File: src/hw/iam_pkg.sv
// Constants and types shared by the acknowledge and stop sequencer.
package iam_pkg;

    // ****************************************************************
    // Register map and fields
    // ****************************************************************
    localparam int         DATA_W           = 8;
    localparam int         ADDR_W           = 2;
    localparam logic [1:0] OFS_CONTROL      = 2'h0;
    localparam logic [1:0] OFS_STATUS       = 2'h1;
    localparam logic [1:0] OFS_BAUD         = 2'h2;
    localparam logic [1:0] OFS_BUFFER       = 2'h3;

    localparam int         CTL_MODE_LSB     = 0;
    localparam int         CTL_MODE_W       = 4;
    localparam int         CTL_ACK_DATA     = 4;
    localparam int         CTL_ACK_EN       = 5;
    localparam int         CTL_STOP_EN      = 6;

    localparam int         STA_STOP_DET     = 0;
    localparam int         STA_WRITE_COLLISION_FLAG         = 1;
    localparam int         STA_IRQ          = 2;
    localparam int         STA_IDLE         = 3;

    localparam logic [3:0] MODE_I2C_MASTER  = 4'h8;
    localparam logic [3:0] MODE_RESET       = 4'h0;
    localparam logic [7:0] BAUD_RESET       = 8'h00;
    localparam logic [7:0] BUFFER_RESET     = 8'h00;

    // ****************************************************************
    // Timing
    // ****************************************************************
    // The bus clock is the core clock over 4*(divisor+1); each baud
    // period is half a bus clock, so 2*(divisor+1) core cycles.
    localparam int         BAUD_HALF_FACTOR = 2;

    typedef enum logic [8:0] {
        IAM_IDLE      = 9'h001,
        IAM_ACK_LOW   = 9'h002,
        IAM_ACK_WAIT  = 9'h004,
        IAM_ACK_HIGH  = 9'h008,
        IAM_STP_SDA   = 9'h010,
        IAM_STP_SCL   = 9'h020,
        IAM_STP_HIGH  = 9'h040,
        IAM_STP_DET   = 9'h080,
        IAM_STP_END   = 9'h100
    } iam_state_t;

    // Reload value of the down counter for one baud period.
    function automatic logic [8:0] iam_reload(input logic [7:0] div);
        logic [9:0] full;
        full = 10'(BAUD_HALF_FACTOR) * ({2'h0, div} + 10'h001);
        return 9'(full - 10'h001);
    endfunction

endpackage

File: src/hw/iam_baud_if.sv
// Interface between the sequencer and its baud rate generator.
`timescale 1ns/100ps
interface iam_baud_if;
    logic       load;
    logic       run;
    logic [7:0] divisor;
    logic       tick;

    modport ctl (output load, output run, output divisor, input tick);
    modport gen (input load, input run, input divisor, output tick);
endinterface

File: src/hw/iam_sequencer.sv
// Acknowledge and stop sequencer of the two-wire master port.
`timescale 1ns/100ps

// How it works
// - Starting an acknowledge pulls SCL low and puts the ack value on SDA.
// - After one baud period of the acknowledge, SCL is released.
// - Once SCL reads high, one more baud period, then SCL goes low.
// - Then the ack enable clears, the generator stops, port is idle.
// - Buffer write during an acknowledge sets collision, buffer unchanged.
// - In master mode, SCL is held low from the ninth clock's falling edge onward.
// - Starting a stop pulls SDA low.
// - With SDA read low, reload, count to zero, then release SCL.
// - One baud period after SCL release, SDA is released.
// - SDA read high while SCL high sets the stop-detected flag.
// - One baud period later the stop enable clears and irq flag sets.
// - Buffer write during a stop sets collision and is discarded.
// - Master mode code 1000 sets bus clock to core over 4*(div+1).
module iam_sequencer
    import iam_pkg::*;
#(
    parameter int DIV_W = 8
)
(
    input  wire logic              CORE_CLK,
    input  wire logic              RST_B,
    input  wire logic              CE,
    input  wire logic [ADDR_W-1:0] ADDR,
    input  wire logic [DATA_W-1:0] WDATA,
    input  wire logic              WR,
    input  wire logic              RD,
    output      logic [DATA_W-1:0] RDATA,
    input  wire logic              NINTH_FALL,
    input  wire logic              SCL_IN,
    output      logic              SCL_OUT,
    output      logic              SCL_OE_B,
    input  wire logic              SDA_IN,
    output      logic              SDA_OUT,
    output      logic              SDA_OE_B,
    output      logic [DATA_W-1:0] SHIFT_BUFFER
);

    // ****************************************************************
    // Elaboration checks
    // ****************************************************************
    // The generator is built for an eight-bit divisor.
    if (DIV_W != 8) begin : g_bad_div
        $error("DIV_W must be 8");
    end

    // ****************************************************************
    // Declarations
    // ****************************************************************
    iam_state_t        state_reg;
    iam_state_t        state_next;
    logic [3:0]        port_mode_select_reg;
    logic              ack_data_value_reg;
    logic              ack_seq_enable_reg;
    logic              stop_seq_enable_reg;
    logic              stop_detected_reg;
    logic              write_collision_flag_reg;
    logic              serial_port_irq_flag_reg;
    logic [7:0]        baud_divisor_value_reg;
    logic [7:0]        serial_shift_buffer_reg;
    logic [7:0]        rdata_reg;
    logic              scl_oe_b_reg;
    logic              sda_oe_b_reg;
    logic              scl_out_reg;
    logic              sda_out_reg;
    logic              brg_load;
    logic              brg_run;
    logic              wr_ctl;
    logic              wr_sta;
    logic              wr_buf;
    logic              master_mode;
    logic              start_ack;
    logic              start_stop;
    logic              is_idle;

    iam_baud_if brg ();

    iam_baud_gen u_baud (
        .CORE_CLK (CORE_CLK),
        .RST_B    (RST_B),
        .CE       (CE),
        .brg      (brg.gen)
    );

    assign RDATA        = rdata_reg;
    assign SCL_OE_B     = scl_oe_b_reg;
    assign SDA_OE_B     = sda_oe_b_reg;
    assign SCL_OUT      = scl_out_reg;
    assign SDA_OUT      = sda_out_reg;
    assign SHIFT_BUFFER = serial_shift_buffer_reg;

    // ****************************************************************
    // Decode
    // ****************************************************************
    assign wr_ctl      = WR && (ADDR == OFS_CONTROL);
    assign wr_sta      = WR && (ADDR == OFS_STATUS);
    assign wr_buf      = WR && (ADDR == OFS_BUFFER);
    assign master_mode = (port_mode_select_reg == MODE_I2C_MASTER);
    assign is_idle     = (state_reg == IAM_IDLE);
    // Starts are accepted only from idle; the ack wins if both are set.
    assign start_ack   = wr_ctl && WDATA[CTL_ACK_EN] && master_mode
                         && is_idle;
    assign start_stop  = wr_ctl && WDATA[CTL_STOP_EN] && !WDATA[CTL_ACK_EN]
                         && master_mode && is_idle;

    assign brg.divisor = baud_divisor_value_reg;
    assign brg.load    = brg_load;
    assign brg.run     = brg_run;

    // ****************************************************************
    // Sequencer
    // ****************************************************************
    always_comb begin
        state_next = state_reg;
        brg_load   = 1'b0;
        brg_run    = 1'b0;
        unique case (state_reg)
            IAM_IDLE: begin
                if (start_ack) begin
                    state_next = IAM_ACK_LOW;
                    brg_load   = 1'b1;
                end else if (start_stop) begin
                    state_next = IAM_STP_SDA;
                end
            end
            IAM_ACK_LOW: begin
                brg_run = 1'b1;
                if (brg.tick) begin
                    state_next = IAM_ACK_WAIT;
                end
            end
            IAM_ACK_WAIT: begin
                if (SCL_IN) begin
                    state_next = IAM_ACK_HIGH;
                    brg_load   = 1'b1;
                end
            end
            IAM_ACK_HIGH: begin
                brg_run = 1'b1;
                if (brg.tick) begin
                    state_next = IAM_IDLE;
                end
            end
            IAM_STP_SDA: begin
                if (!SDA_IN) begin
                    state_next = IAM_STP_SCL;
                    brg_load   = 1'b1;
                end
            end
            IAM_STP_SCL: begin
                brg_run = 1'b1;
                if (brg.tick) begin
                    state_next = IAM_STP_HIGH;
                end
            end
            IAM_STP_HIGH: begin
                brg_run = 1'b1;
                if (brg.tick) begin
                    state_next = IAM_STP_DET;
                end
            end
            IAM_STP_DET: begin
                if (SDA_IN && SCL_IN) begin
                    state_next = IAM_STP_END;
                    brg_load   = 1'b1;
                end
            end
            IAM_STP_END: begin
                brg_run = 1'b1;
                if (brg.tick) begin
                    state_next = IAM_IDLE;
                end
            end
            default: begin
                state_next = IAM_IDLE;
            end
        endcase
    end

    always_ff @(posedge CORE_CLK or negedge RST_B) begin
        if (!RST_B) begin
            state_reg <= IAM_IDLE;
        end else if (CE) begin
            state_reg <= state_next;
        end
    end

    // ****************************************************************
    // Bus pins
    // ****************************************************************
    // Both lines are open drain: the output level is always low and only
    // the enable moves, so a released line floats to the pull-up.
    always_ff @(posedge CORE_CLK or negedge RST_B) begin
        if (!RST_B) begin
            scl_out_reg <= 1'b0;
            sda_out_reg <= 1'b0;
        end else if (CE) begin
            scl_out_reg <= 1'b0;
            sda_out_reg <= 1'b0;
        end
    end

    always_ff @(posedge CORE_CLK or negedge RST_B) begin
        if (!RST_B) begin
            scl_oe_b_reg <= 1'b1;
        end else if (CE) begin
            if (NINTH_FALL && master_mode) begin
                scl_oe_b_reg <= 1'b0;
            end
            unique case (state_next)
                IAM_ACK_LOW, IAM_STP_SDA, IAM_STP_SCL: begin
                    scl_oe_b_reg <= 1'b0;
                end
                IAM_ACK_WAIT, IAM_STP_HIGH, IAM_STP_DET, IAM_STP_END: begin
                    scl_oe_b_reg <= 1'b1;
                end
                IAM_ACK_HIGH: begin
                    if (brg.tick) begin
                        scl_oe_b_reg <= 1'b0;
                    end else begin
                        scl_oe_b_reg <= 1'b1;
                    end
                end
                IAM_IDLE: begin
                    if (state_reg == IAM_ACK_HIGH) begin
                        scl_oe_b_reg <= 1'b0;
                    end
                end
                default: begin
                    scl_oe_b_reg <= 1'b1;
                end
            endcase
        end
    end

    always_ff @(posedge CORE_CLK or negedge RST_B) begin
        if (!RST_B) begin
            sda_oe_b_reg <= 1'b1;
        end else if (CE) begin
            unique case (state_next)
                IAM_ACK_LOW, IAM_ACK_WAIT, IAM_ACK_HIGH: begin
                    sda_oe_b_reg <= start_ack ? WDATA[CTL_ACK_DATA]
                                    : ack_data_value_reg;
                end
                IAM_STP_SDA, IAM_STP_SCL, IAM_STP_HIGH: begin
                    sda_oe_b_reg <= 1'b0;
                end
                default: begin
                    sda_oe_b_reg <= 1'b1;
                end
            endcase
        end
    end

    // ****************************************************************
    // Software registers
    // ****************************************************************
    always_ff @(posedge CORE_CLK or negedge RST_B) begin
        if (!RST_B) begin
            port_mode_select_reg   <= MODE_RESET;
            ack_data_value_reg     <= 1'b0;
            baud_divisor_value_reg <= BAUD_RESET;
        end else if (CE) begin
            if (wr_ctl) begin
                port_mode_select_reg <= WDATA[CTL_MODE_LSB +: CTL_MODE_W];
                if (is_idle) begin
                    ack_data_value_reg <= WDATA[CTL_ACK_DATA];
                end
            end
            if (WR && (ADDR == OFS_BAUD)) begin
                baud_divisor_value_reg <= WDATA;
            end
        end
    end

    // Enables only start from idle and are cleared by hardware at the end.
    always_ff @(posedge CORE_CLK or negedge RST_B) begin
        if (!RST_B) begin
            ack_seq_enable_reg  <= 1'b0;
            stop_seq_enable_reg <= 1'b0;
        end else if (CE) begin
            if (start_ack) begin
                ack_seq_enable_reg <= 1'b1;
            end else if (state_reg == IAM_ACK_HIGH && brg.tick) begin
                ack_seq_enable_reg <= 1'b0;
            end
            if (start_stop) begin
                stop_seq_enable_reg <= 1'b1;
            end else if (state_reg == IAM_STP_END && brg.tick) begin
                stop_seq_enable_reg <= 1'b0;
            end
        end
    end

    // Status flags clear on a write of one; a same-cycle set wins.
    always_ff @(posedge CORE_CLK or negedge RST_B) begin
        if (!RST_B) begin
            stop_detected_reg        <= 1'b0;
            write_collision_flag_reg <= 1'b0;
            serial_port_irq_flag_reg <= 1'b0;
        end else if (CE) begin
            if (state_reg == IAM_STP_DET && SDA_IN && SCL_IN) begin
                stop_detected_reg <= 1'b1;
            end else if (wr_sta && WDATA[STA_STOP_DET]) begin
                stop_detected_reg <= 1'b0;
            end
            if (wr_buf && !is_idle) begin
                write_collision_flag_reg <= 1'b1;
            end else if (wr_sta && WDATA[STA_WRITE_COLLISION_FLAG]) begin
                write_collision_flag_reg <= 1'b0;
            end
            if (state_reg == IAM_STP_END && brg.tick) begin
                serial_port_irq_flag_reg <= 1'b1;
            end else if (wr_sta && WDATA[STA_IRQ]) begin
                serial_port_irq_flag_reg <= 1'b0;
            end
        end
    end

    always_ff @(posedge CORE_CLK or negedge RST_B) begin
        if (!RST_B) begin
            serial_shift_buffer_reg <= BUFFER_RESET;
        end else if (CE) begin
            if (wr_buf && is_idle) begin
                serial_shift_buffer_reg <= WDATA;
            end
        end
    end

    // ****************************************************************
    // Read port
    // ****************************************************************
    always_ff @(posedge CORE_CLK or negedge RST_B) begin
        if (!RST_B) begin
            rdata_reg <= 8'h00;
        end else if (CE) begin
            if (RD) begin
                unique case (ADDR)
                    OFS_CONTROL: begin
                        rdata_reg <= {1'b0, stop_seq_enable_reg,
                                      ack_seq_enable_reg, ack_data_value_reg,
                                      port_mode_select_reg};
                    end
                    OFS_STATUS: begin
                        rdata_reg <= {4'h0, is_idle,
                                      serial_port_irq_flag_reg,
                                      write_collision_flag_reg,
                                      stop_detected_reg};
                    end
                    OFS_BAUD: begin
                        rdata_reg <= baud_divisor_value_reg;
                    end
                    OFS_BUFFER: begin
                        rdata_reg <= serial_shift_buffer_reg;
                    end
                endcase
            end else begin
                rdata_reg <= 8'h00;
            end
        end
    end

endmodule

File: src/hw/iam_baud_gen.sv
// Baud rate generator: reloadable down counter with a timeout tick.
`timescale 1ns/100ps
module iam_baud_gen
    import iam_pkg::*;
(
    input  wire logic CORE_CLK,
    input  wire logic RST_B,
    input  wire logic CE,
    iam_baud_if.gen   brg
);

    logic [8:0] count_reg;
    logic       tick_reg;

    assign brg.tick = tick_reg;

    // ****************************************************************
    // Down counter
    // ****************************************************************
    // A load restarts the period, so each tick marks a full period.
    always_ff @(posedge CORE_CLK or negedge RST_B) begin
        if (!RST_B) begin
            count_reg <= 9'h000;
            tick_reg  <= 1'b0;
        end else if (CE) begin
            tick_reg <= 1'b0;
            if (brg.load) begin
                count_reg <= iam_reload(brg.divisor);
            end else if (brg.run) begin
                if (count_reg == 9'h000) begin
                    tick_reg  <= 1'b1;
                    count_reg <= iam_reload(brg.divisor);
                end else begin
                    count_reg <= count_reg - 9'h001;
                end
            end
        end
    end

endmodule

File: config.mk
export PLATFORM = sky130hd
export DESIGN_NAME = iam_sequencer
export DESIGN_NICKNAME = d
export VERILOG_FILES = /design/src/hw/iam_pkg.sv /design/src/hw/iam_baud_if.sv /design/src/hw/iam_sequencer.sv /design/src/hw/iam_baud_gen.sv
export SDC_FILE = /design/constraint.sdc
export NUM_CORES = 1
export LEC_CHECK = 0
export BUFFER_PORTS_ARGS = -buffer_cell sky130_fd_sc_hd__clkbuf_2
export CAP_MARGIN = 20
export CELL_PAD_IN_SITES_DETAIL_PLACEMENT = 1
export CELL_PAD_IN_SITES_GLOBAL_PLACEMENT = 1
export CORE_MARGIN = 2
export CORE_UTILIZATION = 46
export DETAILED_ROUTE_END_ITERATION = 10
export GPL_TIMING_DRIVEN = 1
export PLACE_DENSITY_LB_ADDON = 0.1
export RECOVER_POWER = 25
export SLEW_MARGIN = 20
export SYNTH_ARGS = -nofsm -noshare
export SYNTH_HDL_FRONTEND = slang
export SYNTH_SLANG_ARGS = --single-unit
File: constraint.sdc
create_clock -name CORE_CLK -period 3.2 [get_ports CORE_CLK]
set_input_delay 0.32 -clock CORE_CLK [delete_from_list [all_inputs] [get_ports CORE_CLK]]
set_output_delay 0.32 -clock CORE_CLK [all_outputs]
set_load 0.1 [all_outputs]
# ---- After elaboration in Yosys (flattened, before gate mapping)
# Index checks and enable logic that the tools add are counted.
dict set report totals {
  register_bits 55
  in_bits 18
  word_cells 127
}
dict set report classes {
  addsub 3
  eq_ne 21
  muxes 40
  n_reduce_logical 48
}
# operator n
set ops {}
lappend ops {{$mux 9} 12}
lappend ops {{$pmux 9 s8} 1}
lappend ops {{$pmux 8 s4} 1}
lappend ops {{$logic_and 1x1->1} 22}
lappend ops {{$mux 1} 22}
lappend ops {{$reduce_and 2->1} 10}
lappend ops {{$eq 9x1->1 const B} 2}
lappend ops {{$eq 9x2->1 const B} 2}
lappend ops {{$eq 9x3->1 const B} 2}
lappend ops {{$eq 9x4->1 const B} 2}
lappend ops {{$eq 9x5->1 const B} 2}
lappend ops {{$eq 9x6->1 const B} 2}
lappend ops {{$eq 9x7->1 const B} 2}
lappend ops {{$sub 9x1->9 const B} 2}
lappend ops {{$reduce_bool 2->1} 6}
lappend ops {{$eq 9x8->1 const B} 1}
lappend ops {{$eq 9x9->1 const B} 1}
lappend ops {{$logic_not 9->1} 1}
lappend ops {{$reduce_or 3->1} 3}
lappend ops {{$add 8x1->8 const B} 1}
lappend ops {{$mux 8} 1}
lappend ops {{$reduce_or 5->1} 1}
lappend ops {{$eq 2x2->1 const B} 2}
lappend ops {{$eq 4x4->1 const B} 1}
lappend ops {{other kinds (9)} 10}

# ---- Depth between registers and ports, before layout
dict set report depth {
  word_depth 12
  mapped_depth 9
  mapped_depth_nobuf 8
}

# ---- By module
# A second synthesis with hierarchy kept.
dict set report unflattened {
  cells_unflattened 376
  area_unflattened_um2 3503.4
}
# module instances cells_each area_each_um2 seq_area_each_um2
set modules_own_cells {}
lappend modules_own_cells {iam_sequencer 1 254 2558.7 1129.8}
lappend modules_own_cells {iam_baud_gen 1 122 944.7 250.2}

# ---- Worst setup path before layout
# Ideal clock, no wire load.
dict set report synth_timing {
  kind {reg-to-reg}
  startpoint {register state_reg[6]}
  endpoint {register u_baud.count_reg[6]}
  arrival_time_ns 2.113
  required_time_ns 3.074
  path_slack_ns 0.961
  path_stages_with_launch 10
  synth_period_minus_slack_ns 2.239
  path_cell_list {dfrtp_1 -> buf_6 -> or4_4 -> nor4_4 -> or2_1 -> buf_6 -> or3_4 -> buf_8 -> nor3_2 -> a311o_1}
}
dict set report synth_via {
  elab_chain_len 6
  elab_cells_between_ends 17
  classes_between {eq/ne (9); mux (4); reduce/logical (4)}
}
# item line
set synth_lines {}
lappend synth_lines {{start: declaration} iam_sequencer.sv:53} ;# iam_state_t state_reg;
lappend synth_lines {{start signal: assignment} iam_sequencer.sv:187} ;# state_reg <= state_next;
lappend synth_lines {{$eq 9x1->1} {iam_sequencer.sv:102, iam_sequencer.sv:120}}
lappend synth_lines {{$logic_and 1x1->1} iam_sequencer.sv:105} ;# && is_idle;
lappend synth_lines {{$mux 1} iam_sequencer.sv:122} ;# if (start_ack) begin
lappend synth_lines {{$pmux 1 s4} iam_sequencer.sv:120} ;# unique case (state_reg)
lappend synth_lines {{$reduce_bool 2->1 (no source line)} --}
lappend synth_lines {{$reduce_and 2->1 (no source line)} --}
lappend synth_lines {{end signal: assignment} iam_baud_gen.sv:28} ;# count_reg <= iam_reload(brg.divisor);
lappend synth_lines {{end signal: assignment} iam_baud_gen.sv:32} ;# count_reg <= iam_reload(brg.divisor);
lappend synth_lines {{end signal: assignment} iam_baud_gen.sv:34} ;# count_reg <= count_reg - 9'h001;
lappend synth_lines {{end: declaration} iam_baud_gen.sv:12} ;# logic [8:0] count_reg;
# Parallel ways exist; a longest one is shown, timed or not.
# A chain may end at the register's enable or synchronous reset.

# ---- Final worst setup path
dict set report layout_timing {
  startpoint {register state_reg[0]}
  endpoint {register u_baud.count_reg[2]}
}
# The elaborated chain is that of the path after synthesis.

==> impl_summary.md <==
Worst setup path
The required arrival time at the worst endpoint is 3.43 ns. The worst setup path is launched from a flip-flop. Data on the critical path arrives at its endpoint at 2.90 ns.

The highest fanout seen on the critical path is 11. The signal on the critical path passes through or3_4 -> nor4_2 -> or3_1 -> o31ai_2 -> o21ai_0 -> a211oi_1. Among all stages on the critical path, the largest delay is contributed by sky130_fd_sc_hd__o31ai_2.

The worst setup path is of the reg2reg kind. The largest stage delay on the critical path is 0.75 ns. STA classifies the critical path endpoint as a flip-flop. The worst-case register-to-register setup slack is about 0.53 ns.

Clocking
The H-tree was split into 2 levels. The number of gates given a new drive strength after cts is 0. The clock drives 55 sinks.

The CTS root buffer is sky130_fd_sc_hd__clkbuf_8. The number of setup buffers added after CTS is 0. Counting along the longest clock path gives a buffer depth of 2. Buffers inserted to repair hold after CTS numbered 0. The clock reaches the later pin of the worst-skew pair after 0.31 ns. TritonCTS built the clock tree. After clock tree synthesis, the clock-pin slew on the worst setup and hold paths is 0.11 ns. The number of clock buffers inserted by TritonCTS is 5.

Drt
The number of vias per cell after detailed routing is 6.03. The routed design has 9450 um of wire. After detailed routing, the average wire length per cell comes to about 20 um. For this run, the detailed router's first-pass iteration total came to 4.

The count of vias placed by the detailed router is 2892. The detail route stage leaves a number of antenna-violating nets equal to 0. For this run, design rule violations remaining after detail routing come to 0. The DRC marker count from the first detailed-route iteration is between 100 and 150.

Pwr
In this run the static leakage power is approximately 1.6 nW. For this design the ratio of total power to cell area is 715 nW/um2. The worst voltage drop across the vdd grid is 0.432 mV.

Die
The total core area is 7330 um2. The vertical die dimension is 91.6 um. In this run the core area contains 31 standard-cell rows. The initial core utilization is 48.2%. The die is 91.6 um wide. During I/O placement, the number of pins put on the boundary was 38. The floorplan step defined a die boundary enclosing 8400 um2.

STA
Across the routed clock network, the largest skew measured is 0.00471 ns. The highest clock rate is 375 MHz. Dividing the final minimum period by the clock period gives 83.4%. The post-route minimum period is 2.67 ns. Setup repair after global routing left no endpoint under its margin.

The slew at the pin closest to its max-slew limit is 1.42 ns. On the final layout, the worst hold slack is 0.246 ns. The total of endpoints with negative setup slack in the final report is 0. The accumulated negative setup slack is 0 ns.

The final max-slew violation count is 0. Measured against its own limit, the worst slew margin works out to 5.16%. The number of hold-slack violations in the final timing report is 0.

Hold path
The min-delay analysis places its worst path in the category in2reg.

Placed design
The count of buffers from port buffering is 35. The congestion estimate from routability-driven global placement came to 0.903. The placed instance count is 472. The post-detailed-placement cell area is about 3700 um2. The post-DP HPWL is 7050 um.

Synth
The Yosys warning count is 0. The synthesized netlist occupies a cell area of 3530 um2. Counting flops with a built-in enable in the synthesized netlist gives 0. A synthesized cell averages ~9.7 um2. After synthesis, the largest area contributor takes up 36.8% of total cell area.

Yosys attributes the largest share of cell area to sky130_fd_sc_hd__dfrtp_1 37%, sky130_fd_sc_hd__mux2_2 8.6%, sky130_fd_sc_hd__nand2_1 4.0%. For this run, the leading register cell type out of synthesis is sky130_fd_sc_hd__dfrtp_1. Counting flops and latches in the post-synthesis netlist gives 55.

The share of the Yosys chip area taken by registers is between 30% and 40%. Of all cell types, the one taking the most synthesized area is sky130_fd_sc_hd__dfrtp_1. The number of distinct library cell variants in the gate-level netlist after synthesis is 73. Synthesis handed over a netlist of 364 instances. The share of async-settable or async-resettable flops after synthesis is 100%.

Global routing
The overall track demand over capacity in global routing is 23.6%. The number of antenna violations at the first check in global routing was 0. The global-route wire length before repair is 15600 um. The via count of the first global-routing pass was 2919. The total global routing overflow is 0. The pin count of the biggest net entering global routing is 56.

Run
The tool flagged a number of max-cap violations equal to 0.

Status
The run finished with clean final reports.

Finish
In the final layout, the share of cells above drive strength 1 is 27.0%. For this run, the share of the core covered by cells in the final layout is 51.4%. The synthesis-to-layout area growth is 6.66%. After the flow finishes, the layout carries non-filler instances totaling 480. The number of antenna diodes in the final layout is 0. The post-route cell area is around 3800 um2. The final layout net count is 400.
cells in the final DEF (no fill, tap or decap), types with 4 or more instances in the layout:
cell / n
sky130_fd_sc_hd__clkbuf_8: 5
sky130_fd_sc_hd__dfrtp_1: 52
sky130_fd_sc_hd__nor4_1: 5
sky130_fd_sc_hd__nor2_1: 17
sky130_fd_sc_hd__xnor2_1: 7
sky130_fd_sc_hd__inv_1: 13
sky130_fd_sc_hd__xor2_1: 4
sky130_fd_sc_hd__o21ai_0: 19
sky130_fd_sc_hd__clkbuf_2: 36
sky130_fd_sc_hd__a21oi_1: 13
sky130_fd_sc_hd__nand3_1: 16
sky130_fd_sc_hd__mux4_2: 4
sky130_fd_sc_hd__or2_2: 4
sky130_fd_sc_hd__or4_1: 6
sky130_fd_sc_hd__nor3_1: 14
sky130_fd_sc_hd__mux2_2: 27
sky130_fd_sc_hd__nand2_1: 38
sky130_fd_sc_hd__o2bb2ai_1: 6
sky130_fd_sc_hd__a22oi_1: 4
sky130_fd_sc_hd__and3_1: 5
sky130_fd_sc_hd__nand2b_1: 4
stage by stage:
| stage | setup WS, ns | power (mW) |
|---|---|---|
| finish | 0.530 | 2.69 |
| global route | 0.297 | 2.84 |
| CTS | 0.546 | 2.71 |
| detailed placement | 0.501 | 2.30 |
| global placement | 0.605 | 2.27 |
| floorplan | 0.961 | 2.01 |
metal layers:
| metal | global-route usage [%] | vias up | share of wire [%] |
|---|---|---|---|
| met2 | 40.0 | 63 | 49 |
| met5 | 0 | - | 0 |
| met4 | 5.68 | 0 | 0.90 |
| met1 | 32.3 | 1463 | 46 |
| li1 | - | 1357 | - |
| met3 | 2.79 | 9 | 4.0 |
layout make-up:
cell class,instances,area (um2)
Fill cell,853,3560
Multi-Input combinational cell,266,1920
Sequential cell,55,1380
Timing Repair Buffer,39,203
Tap cell,99,124
Clock buffer,6,72.6
Inverter,13,48.8
Clock inverter,2,16.3
critical path: cells and delay by family (launching register included):
family	cells	cell delay, ns
AOI/OAI and AO/OA	3	1.25
DFF	1	0.62
and+or+nand+nor	3	0.70
Yosys cell counts (5+ instances only):
library cell / n
sky130_fd_sc_hd__dfrtp_1: 52
sky130_fd_sc_hd__nand2_1: 38
sky130_fd_sc_hd__mux2_2: 27
sky130_fd_sc_hd__o21ai_0: 19
sky130_fd_sc_hd__nor2_1: 17
sky130_fd_sc_hd__nand3_1: 16
sky130_fd_sc_hd__nor3_1: 14
sky130_fd_sc_hd__a21oi_1: 13
sky130_fd_sc_hd__inv_1: 13
sky130_fd_sc_hd__clkbuf_1: 11
sky130_fd_sc_hd__buf_2: 9
sky130_fd_sc_hd__xnor2_1: 7
sky130_fd_sc_hd__o2bb2ai_1: 6
sky130_fd_sc_hd__or4_1: 6
sky130_fd_sc_hd__and3_1: 5
sky130_fd_sc_hd__nor4_1: 5
power by group:
group | switching, mW | total, mW | internal, mW
clock network | 0.252 | 0.410 | 0.158
logic | 0.903 | 1.27 | 0.368
registers | 0.171 | 1.01 | 0.842
kinds of logic (layout without fill, tap and decap cells):
kind of cell	after synthesis	in the layout	synth area share, %
muxes	35	35	12.3
other	1	2	0.106
buffers and inverters	44	60	6.59
and+or+nand+nor	140	140	23.0
xor gates and xnor gates	11	11	2.73
adders and majority gates	2	2	0.708
DFF	55	55	39.1
AOI/OAI and AO/OA	76	76	15.5
final timing paths:
kind                                           from                               endpoint  cells after the start
min in group asynchronous                     RST_B        u_baud.count_reg[3]$_DFFE_PN0P_                      2
max in group asynchronous                     RST_B  baud_divisor_value_reg[0]$_DFFE_PN0P_                      2
max reg2reg                state_reg[0]$_DFFE_PN1P_        u_baud.count_reg[2]$_DFFE_PN0P_                      6
min                                        WDATA[7]  baud_divisor_value_reg[7]$_DFFE_PN0P_                      2
min reg2reg                    RDATA[7]$_DFFE_PN0P_                   RDATA[7]$_DFFE_PN0P_                      1
max                        state_reg[0]$_DFFE_PN1P_        u_baud.count_reg[2]$_DFFE_PN0P_                      6
No activity file was read; power rests on OpenSTA's default activity.
